File: src/core/key_scan_pkg.sv
package key_scan_pkg;
	localparam int DRIVE_LINES       = 8;
	localparam int SENSE_LINES       = 6;
	localparam int KEY_COUNT         = 48;
	localparam int KEY_W             = 6;
	localparam int CNT_W             = 7;
	localparam int MAX_KEYS_SMALL    = 32;
	localparam int MAX_KEYS_LARGE    = 48;
	localparam int LOW_SENSE_LINES   = 4;
	localparam int PARAM_W           = 8;
	// Reset values of per-key setups
	localparam logic [7:0] DIL_RESET = 8'h02;
	localparam logic [7:0] BURST_LEN_RESET = 8'h02;
	// Fixed processing cycles after each burst (digitise and process)
	localparam logic [3:0] PROC_CYCLES = 4'h4;
	// Command and response byte encodings
	localparam logic [7:0] CMD_NOP      = 8'h00;
	localparam logic [7:0] CMD_BEGIN    = 8'h01;
	localparam logic [7:0] CMD_COMMIT   = 8'h02;
	localparam logic [7:0] CMD_COUNT    = 8'h03;
	localparam logic [7:0] CMD_DIL      = 8'h40;
	localparam logic [7:0] CMD_BURST_LEN = 8'h80;
	localparam logic [7:0] RSP_ACK      = 8'hFE;
	localparam logic [7:0] RSP_REJECT   = 8'hFD;
	localparam logic [7:0] RSP_UNKNOWN  = 8'hFC;
	typedef enum logic [1:0] {
		CMD_IDLE  = 2'b00,
		CMD_KEY   = 2'b01,
		CMD_VALUE = 2'b10
	} cmd_state_e;
	typedef enum logic [1:0] {
		SCAN_SEEK  = 2'b00,
		SCAN_BURST = 2'b01,
		SCAN_PROC  = 2'b10
	} scan_state_e;
endpackage

File: src/core/key_link_if.sv
`timescale 1ns/1ps
interface key_link_if;
	logic       cmd_valid;
	logic [7:0] cmd_byte;
	logic       rsp_valid;
	logic [7:0] rsp_byte;
	modport device (input cmd_valid, input cmd_byte, output rsp_valid, output rsp_byte);
	modport host   (output cmd_valid, output cmd_byte, input rsp_valid, input rsp_byte);
endinterface

File: src/core/key_scan_device.sv
`timescale 1ns/1ps
// How it works
// - Keys are 8 drive by 6 sense intersections
// - Key ceiling is 32 or 48 by variant
// - Unused key positions never get a burst
// - Timeslots per scan equal enabled keys with a nonzero burst length
// - Zero integrator limit disables a key
// - Small variant never exceeds 32 enabled keys
// - Small variant resets with four sense lines
// - Upper lines enabled via one atomic load
// - Single-byte commands, single-byte responses
// - Scan drive lines first, then sense line
// - Keys numbered 0..47 in scan order
// - Burst and processing finish before next key
// - Burst pulses from key's own burst length
module key_scan_device #(
	parameter bit SMALL_VARIANT = 1'b1
) (
	input  wire logic                            ref_clk_i,
	input  wire logic                            rst_b_i,
	input  wire logic                            clk_en_i,
	key_link_if.device                           link,
	output logic                                 burst_active_o,
	output logic [key_scan_pkg::KEY_W-1:0]       burst_key_o,
	output logic [2:0]                           drive_line_o,
	output logic [2:0]                           sense_line_o,
	output logic                                 burst_pulse_o,
	output logic                                 scan_done_o,
	output logic [key_scan_pkg::CNT_W-1:0]       slots_per_scan_o,
	output logic [key_scan_pkg::CNT_W-1:0]       enabled_keys_o
);
	import key_scan_pkg::*;

	localparam logic [CNT_W-1:0] MAX_KEYS = SMALL_VARIANT ? CNT_W'(MAX_KEYS_SMALL)
		: CNT_W'(MAX_KEYS_LARGE);

	// ------------------------------------------------------------
	// Setups: live and staged copies
	// ------------------------------------------------------------
	// Staging lets a whole load be checked before any key changes.
	logic [PARAM_W-1:0] dil_q              [KEY_COUNT];
	logic [PARAM_W-1:0] burst_len_q        [KEY_COUNT];
	logic [PARAM_W-1:0] dil_stage_q        [KEY_COUNT];
	logic [PARAM_W-1:0] burst_len_stage_q  [KEY_COUNT];
	logic [KEY_COUNT-1:0] en_live;
	logic [KEY_COUNT-1:0] en_stage;
	logic [CNT_W-1:0]     live_cnt;
	logic [CNT_W-1:0]     stage_cnt;

	cmd_state_e          cmd_q;
	logic [7:0]          op_q;
	logic [KEY_W-1:0]    key_q;
	logic                commit_ok;
	logic                do_commit;
	logic                do_stage;
	logic                do_begin;

	genvar g;
	generate
		for (g = 0; g < KEY_COUNT; g++) begin : g_key
			// Reset value enables only the lower sense lines on the small part
			localparam bit LOW = (g / DRIVE_LINES) < LOW_SENSE_LINES;
			localparam logic [7:0] DIL_INIT = (SMALL_VARIANT && !LOW) ? 8'h00 : DIL_RESET;
			always_ff @(posedge ref_clk_i or negedge rst_b_i) begin
				if (!rst_b_i) begin
					dil_q[g]       <= DIL_INIT;
					burst_len_q[g] <= BURST_LEN_RESET;
				end else if (clk_en_i && do_commit && commit_ok) begin
					dil_q[g]       <= dil_stage_q[g];
					burst_len_q[g] <= burst_len_stage_q[g];
				end
			end
			always_ff @(posedge ref_clk_i or negedge rst_b_i) begin
				if (!rst_b_i) begin
					dil_stage_q[g]       <= DIL_INIT;
					burst_len_stage_q[g] <= BURST_LEN_RESET;
				end else if (clk_en_i) begin
					if (do_begin || (do_commit && !commit_ok)) begin
						dil_stage_q[g]       <= dil_q[g];
						burst_len_stage_q[g] <= burst_len_q[g];
					end else if (do_stage && key_q == KEY_W'(g)) begin
						if (op_q == CMD_DIL)
							dil_stage_q[g] <= link.cmd_byte;
						else
							burst_len_stage_q[g] <= link.cmd_byte;
					end
				end
			end
			assign en_live[g]  = dil_q[g] != 8'h00;
			assign en_stage[g] = dil_stage_q[g] != 8'h00;
		end
	endgenerate

	always_comb begin
		live_cnt  = '0;
		stage_cnt = '0;
		for (int i = 0; i < KEY_COUNT; i++) begin
			live_cnt  = live_cnt + CNT_W'(en_live[i]);
			stage_cnt = stage_cnt + CNT_W'(en_stage[i]);
		end
	end
	assign commit_ok = stage_cnt <= MAX_KEYS;

	// ------------------------------------------------------------
	// Byte command port
	// ------------------------------------------------------------
	assign do_begin  = link.cmd_valid && cmd_q == CMD_IDLE && link.cmd_byte == CMD_BEGIN;
	assign do_commit = link.cmd_valid && cmd_q == CMD_IDLE && link.cmd_byte == CMD_COMMIT;
	assign do_stage  = link.cmd_valid && cmd_q == CMD_VALUE;

	always_ff @(posedge ref_clk_i or negedge rst_b_i) begin
		if (!rst_b_i) begin
			cmd_q <= CMD_IDLE;
			op_q  <= CMD_NOP;
			key_q <= '0;
		end else if (clk_en_i && link.cmd_valid) begin
			case (cmd_q)
				CMD_IDLE: begin
					if (link.cmd_byte == CMD_DIL || link.cmd_byte == CMD_BURST_LEN) begin
						op_q  <= link.cmd_byte;
						cmd_q <= CMD_KEY;
					end
				end
				CMD_KEY: begin
					key_q <= (link.cmd_byte < 8'(KEY_COUNT)) ? link.cmd_byte[KEY_W-1:0]
						: KEY_W'(KEY_COUNT - 1);
					cmd_q <= CMD_VALUE;
				end
				CMD_VALUE: cmd_q <= CMD_IDLE;
				default:   cmd_q <= CMD_IDLE;
			endcase
		end
	end

	// One response byte per command byte taken
	always_ff @(posedge ref_clk_i or negedge rst_b_i) begin
		if (!rst_b_i) begin
			link.rsp_valid <= 1'b0;
			link.rsp_byte  <= 8'h00;
		end else if (clk_en_i) begin
			link.rsp_valid <= link.cmd_valid;
			if (link.cmd_valid) begin
				if (cmd_q != CMD_IDLE)
					link.rsp_byte <= RSP_ACK;
				else if (link.cmd_byte == CMD_COMMIT)
					link.rsp_byte <= commit_ok ? RSP_ACK : RSP_REJECT;
				else if (link.cmd_byte == CMD_COUNT)
					link.rsp_byte <= 8'(live_cnt);
				else if (link.cmd_byte == CMD_BEGIN || link.cmd_byte == CMD_NOP
					|| link.cmd_byte == CMD_DIL || link.cmd_byte == CMD_BURST_LEN)
					link.rsp_byte <= RSP_ACK;
				else
					link.rsp_byte <= RSP_UNKNOWN;
			end
		end
	end

	// ------------------------------------------------------------
	// Scan sequencer
	// ------------------------------------------------------------
	scan_state_e      scan_q;
	logic [KEY_W-1:0] pos_q;
	logic [7:0]       pulse_q;
	logic [3:0]       proc_q;
	logic [CNT_W-1:0] slot_q;
	logic             last_pos;

	assign last_pos = pos_q == KEY_W'(KEY_COUNT - 1);

	always_ff @(posedge ref_clk_i or negedge rst_b_i) begin
		if (!rst_b_i) begin
			scan_q           <= SCAN_SEEK;
			pos_q            <= '0;
			pulse_q          <= '0;
			proc_q           <= '0;
			slot_q           <= '0;
			burst_active_o   <= 1'b0;
			burst_key_o      <= '0;
			drive_line_o     <= '0;
			sense_line_o     <= '0;
			burst_pulse_o    <= 1'b0;
			scan_done_o      <= 1'b0;
			slots_per_scan_o <= '0;
		end else if (clk_en_i) begin
			scan_done_o   <= 1'b0;
			burst_pulse_o <= 1'b0;
			case (scan_q)
				SCAN_SEEK: begin
					// Disabled positions are skipped at one cycle each, no burst
					if (en_live[pos_q] && burst_len_q[pos_q] != 8'h00) begin
						scan_q         <= SCAN_BURST;
						pulse_q        <= burst_len_q[pos_q];
						burst_active_o <= 1'b1;
						burst_key_o    <= pos_q;
						drive_line_o   <= pos_q[2:0];
						sense_line_o   <= 3'(pos_q / KEY_W'(DRIVE_LINES));
						slot_q         <= slot_q + 1'b1;
					end else if (last_pos) begin
						pos_q            <= '0;
						scan_done_o      <= 1'b1;
						slots_per_scan_o <= slot_q;
						slot_q           <= '0;
					end else begin
						pos_q <= pos_q + 1'b1;
					end
				end
				SCAN_BURST: begin
					burst_pulse_o <= 1'b1;
					pulse_q       <= pulse_q - 1'b1;
					if (pulse_q == 8'h01) begin
						scan_q <= SCAN_PROC;
						proc_q <= PROC_CYCLES;
					end
				end
				SCAN_PROC: begin
					// Flag drops here so that it still covers the last pulse
					burst_active_o <= 1'b0;
					proc_q         <= proc_q - 1'b1;
					if (proc_q == 4'h1) begin
						scan_q <= SCAN_SEEK;
						if (last_pos) begin
							pos_q            <= '0;
							scan_done_o      <= 1'b1;
							slots_per_scan_o <= slot_q;
							slot_q           <= '0;
						end else begin
							pos_q <= pos_q + 1'b1;
						end
					end
				end
				default: scan_q <= SCAN_SEEK;
			endcase
		end
	end

	always_ff @(posedge ref_clk_i or negedge rst_b_i) begin
		if (!rst_b_i)
			enabled_keys_o <= '0;
		else if (clk_en_i)
			enabled_keys_o <= live_cnt;
	end
endmodule

File: src/flat_wrapper.sv
// flat-port wrapper written by rule: the top's interface ports become plain ports
module key_scan_device_flat import key_scan_pkg::*;
#(
	parameter bit SMALL_VARIANT = 1'b1
)
  (ref_clk_i, rst_b_i, clk_en_i, burst_active_o, burst_key_o, drive_line_o, sense_line_o, burst_pulse_o, scan_done_o, slots_per_scan_o, enabled_keys_o, link_cmd_valid, link_cmd_byte, link_rsp_valid, link_rsp_byte);
  key_link_if link_i ();
  input  wire logic ref_clk_i;
  input  wire logic rst_b_i;
  input  wire logic clk_en_i;
  output logic burst_active_o;
  output logic [key_scan_pkg::KEY_W-1:0] burst_key_o;
  output logic [2:0] drive_line_o;
  output logic [2:0] sense_line_o;
  output logic burst_pulse_o;
  output logic scan_done_o;
  output logic [key_scan_pkg::CNT_W-1:0] slots_per_scan_o;
  output logic [key_scan_pkg::CNT_W-1:0] enabled_keys_o;
  input wire logic [$bits(link_i.cmd_valid)-1:0] link_cmd_valid;
  input wire logic [$bits(link_i.cmd_byte)-1:0] link_cmd_byte;
  output wire logic [$bits(link_i.rsp_valid)-1:0] link_rsp_valid;
  output wire logic [$bits(link_i.rsp_byte)-1:0] link_rsp_byte;
  assign link_i.cmd_valid = link_cmd_valid;
  assign link_i.cmd_byte = link_cmd_byte;
  assign link_rsp_valid = link_i.rsp_valid;
  assign link_rsp_byte = link_i.rsp_byte;
  key_scan_device #(.SMALL_VARIANT(SMALL_VARIANT)) u_core (.ref_clk_i(ref_clk_i), .rst_b_i(rst_b_i), .clk_en_i(clk_en_i), .link(link_i), .burst_active_o(burst_active_o), .burst_key_o(burst_key_o), .drive_line_o(drive_line_o), .sense_line_o(sense_line_o), .burst_pulse_o(burst_pulse_o), .scan_done_o(scan_done_o), .slots_per_scan_o(slots_per_scan_o), .enabled_keys_o(enabled_keys_o));
endmodule
File: config.mk
export PLATFORM = sky130hd
export DESIGN_NAME = key_scan_device_flat
export DESIGN_NICKNAME = d
export VERILOG_FILES = /design/src/core/key_scan_pkg.sv /design/src/core/key_link_if.sv /design/src/core/key_scan_device.sv /design/src/flat_wrapper.sv
export SDC_FILE = /design/constraint.sdc
export NUM_CORES = 2
export LEC_CHECK = 0
export CORE_MARGIN = 10
export CORE_UTILIZATION = 40
export DETAILED_ROUTE_END_ITERATION = 12
export DONT_BUFFER_PORTS = 1
export SYNTH_ARGS = -nofsm -noshare
export SYNTH_HDL_FRONTEND = slang
export SYNTH_SLANG_ARGS = --single-unit
File: constraint.sdc
create_clock -name ref_clk_i -period 21.3 [get_ports ref_clk_i]
set_input_delay 4.26 -clock ref_clk_i [delete_from_list [all_inputs] [get_ports ref_clk_i]]
set_output_delay 4.26 -clock ref_clk_i [all_outputs]
set_load 0.01 [all_outputs]
==> flow_summary.toml <==
[timing]
fin_crit_ns = 10.99
fin_hold_ws_ns = 0.482
fmax_mhz = 91.0
finalSetupViolCount = 0
rsz0062_at_grt = "no"
slew_headroom = 0.106
setup_tns_ns = 0
fin_worst_skew_ns = 0.0306
worst_pin_slew_ns = 1.34
hold_viol_final = 0
slew_viol_final = 0
fin_crit_sh = 0.516
fin_ws_ns = 10.31

[route]
drtPass1Iterations = 8
drc = 0
drt_wl_total_mm = 213
vias = 49901
ant_nets = 0
viasPerCell = 5.76
wl_per_cell_um = 24.6
drtIter0Drc = 4762

[die]
die_h_um = 450
die_area_sq_um = 203000
start_util = 0.403
coreArea_sq_um = 183000
rows = 157
boundaryPins = 50
die_w_um = 450

[cts]
cts.sinks = 1609
worstSkewPairLatency_ns = 0.81
clockRootBuffer = "clkbuf_16"
cts_setup_buffers = 0
htree_levels = 4
path_clk_slew_ns = 0.06
cts_buffers = 167
clockBufferDepth = 3
cts_resized = 0
cts_tree = "done"
ctsHoldBuffers = 0

[power]
p_leak_nw = 37.8
irDropWorstVdd_mv = 0.218
finalPower_mw = 8.55
p_per_area_nw_per_um2 = 104

[worst_setup_path]
crit_top_cell = "fa_1"
crit_arrival_ns = 11.66
critPathSlowestCell = "buf_4"
critPathMaxFanout = 161
cp_num_buf_inv = 6
path_class = "register to register"
critPathRequiredTime_ns = 21.97
startpoint_type = "register"
cp_slowest_stage_delay_ns = 0.92
worstSetupEndpointType = "register"
cp_top_family = "adder cells"

[global_route]
antenna_found_initial = 9
grt_pass1_wl_mm = 325
grt_max_degree = 273
grt_pass1_vias = 50868
track_usage = 0.205
gr-total-overflow = 0

[synth]
ys_types = 74
ys_seq_area_frac = 0.547
yosys_warnings = 0
avgSynthCellArea_sq_um = 11.9
synth_flop_cell = "dfrtp_1"
synth-seq-cells = 1609
synth_area_sq_um = 74000
synth_nets = 6320
syn_inst = 6206
ys_async_sr_fraction = 1.00
synth_edf_count = 0

[final_layout]
mostFrequentLayoutCell = "dfrtp_1"
nets = 6175
syn_to_final_growth_pct = 10.8
drive_above_1_share = 0.266
mostFrequentLayoutCells = "dfrtp_1 (1447), a21oi_1 (800), mux2_2 (788)"
layout.cells.non_filler = 8667

[placed_design]
gp_congestion = 0.901
placed_cells = 8355
io_buffer_count = 0
hpwl_mm = 131
pre_cts_ws_ns = 10.68

[outcome]
status = "finished clean"

[flow_run]
max_cap_viol_count = 0

[min_path]
worstHoldPathType = "register to register"
-- cell usage after synthesis (51+ instances only) --
cell type	n	area [sq um]
clkbuf_1	316	1190
dfrtp_1	1449	36300
nand2_1	339	1270
dfstp_2	160	4200
or4_1	86	646
nor4_1	89	557
nor2_1	347	1300
mux4_2	71	1600
a21oi_2	66	578
mux2i_1	450	4500
a22oi_1	51	383
inv_1	476	1790
a21oi_1	800	4000
o221a_2	192	2160
fa_1	78	1560
mux2_2	788	8870
-- cells by family after synthesis --
group / after synthesis / synth area share
AOI/OAI and AO/OA: 1260 / 0.112
xor gates and xnor gates: 9 / 0.00107
adders and majority gates: 103 / 0.0253
buffers and inverters: 872 / 0.0457
DFF: 1609 / 0.547
muxes: 1316 / 0.204
other: 1 / 0.0000507
and+or+nand+nor: 1036 / 0.0652
-- area by class of cell --
type	count	area (sq um)
antenna	6	15.0
clock buffer	262	5070
timing repair buffer	80	811
fill	16777	101000
clock inverter	43	509
multi-input combinational	3725	30200
tap	2464	3080
sequential	1609	40500
inverter	478	1790
-- per-layer routing --
layer  up-vias  share of wire  global-route usage
met2      1427           0.46               0.317
met3       342          0.060              0.0405
met4         6          0.030              0.0664
met5         -        0.00019                   0
met1     26331           0.45               0.291
li1      21795              -                   -
-- where the power goes --
group | switching [mW] | internal, mW
Clock | 1.25 | 1.74
Combinational | 1.38 | 0.767
Sequential | 0.171 | 3.24
Total | 2.80 | 5.75
-- path summary, 6_finish.rpt --
path / from / to / slack, ns / cells past startpoint
worst max-delay path: u_core.dil_stage_q[370] / u_core.burst_len_q[50] / 10.31 / 25
worst min-delay path: u_core.op_q[0] / u_core.op_q[0] / 0.48 / 1
worst max register to register: u_core.dil_stage_q[370] / u_core.burst_len_q[50] / 10.31 / 25
worst min register to register: u_core.op_q[0] / u_core.op_q[0] / 0.48 / 1
max in group asynchronous: rst_b_i / u_core.burst_len_q[29] / 14.84 / 3
min in group asynchronous: rst_b_i / u_core.enabled_keys_o[5] / 3.15 / 0
-- registers in the layout (all words and copies together) (netlist names), 3 cells and up --
signal,cells
u_core.dil_q,384
u_core.link.rsp_byte,7
u_core.pulse_q,8
u_core.slot_q,7
u_core.key_q,6
u_core.burst_len_q,384
u_core.op_q,8
u_core.dil_stage_q,384
u_core.proc_q,4
u_core.enabled_keys_o,6
u_core.pos_q,6
u_core.burst_len_stage_q,384
u_core.slots_per_scan_o,7
u_core.sense_line_o,3
-- stage by stage --
step                      area (sq um)  utilization
after floorplan                  74000            -
after global placement           76300        0.416
after detailed placement         76300        0.416
after CTS                        81900        0.447
after global routing             82000        0.447
final                            82000        0.447
No activity file was read; power rests on OpenSTA's default activity.
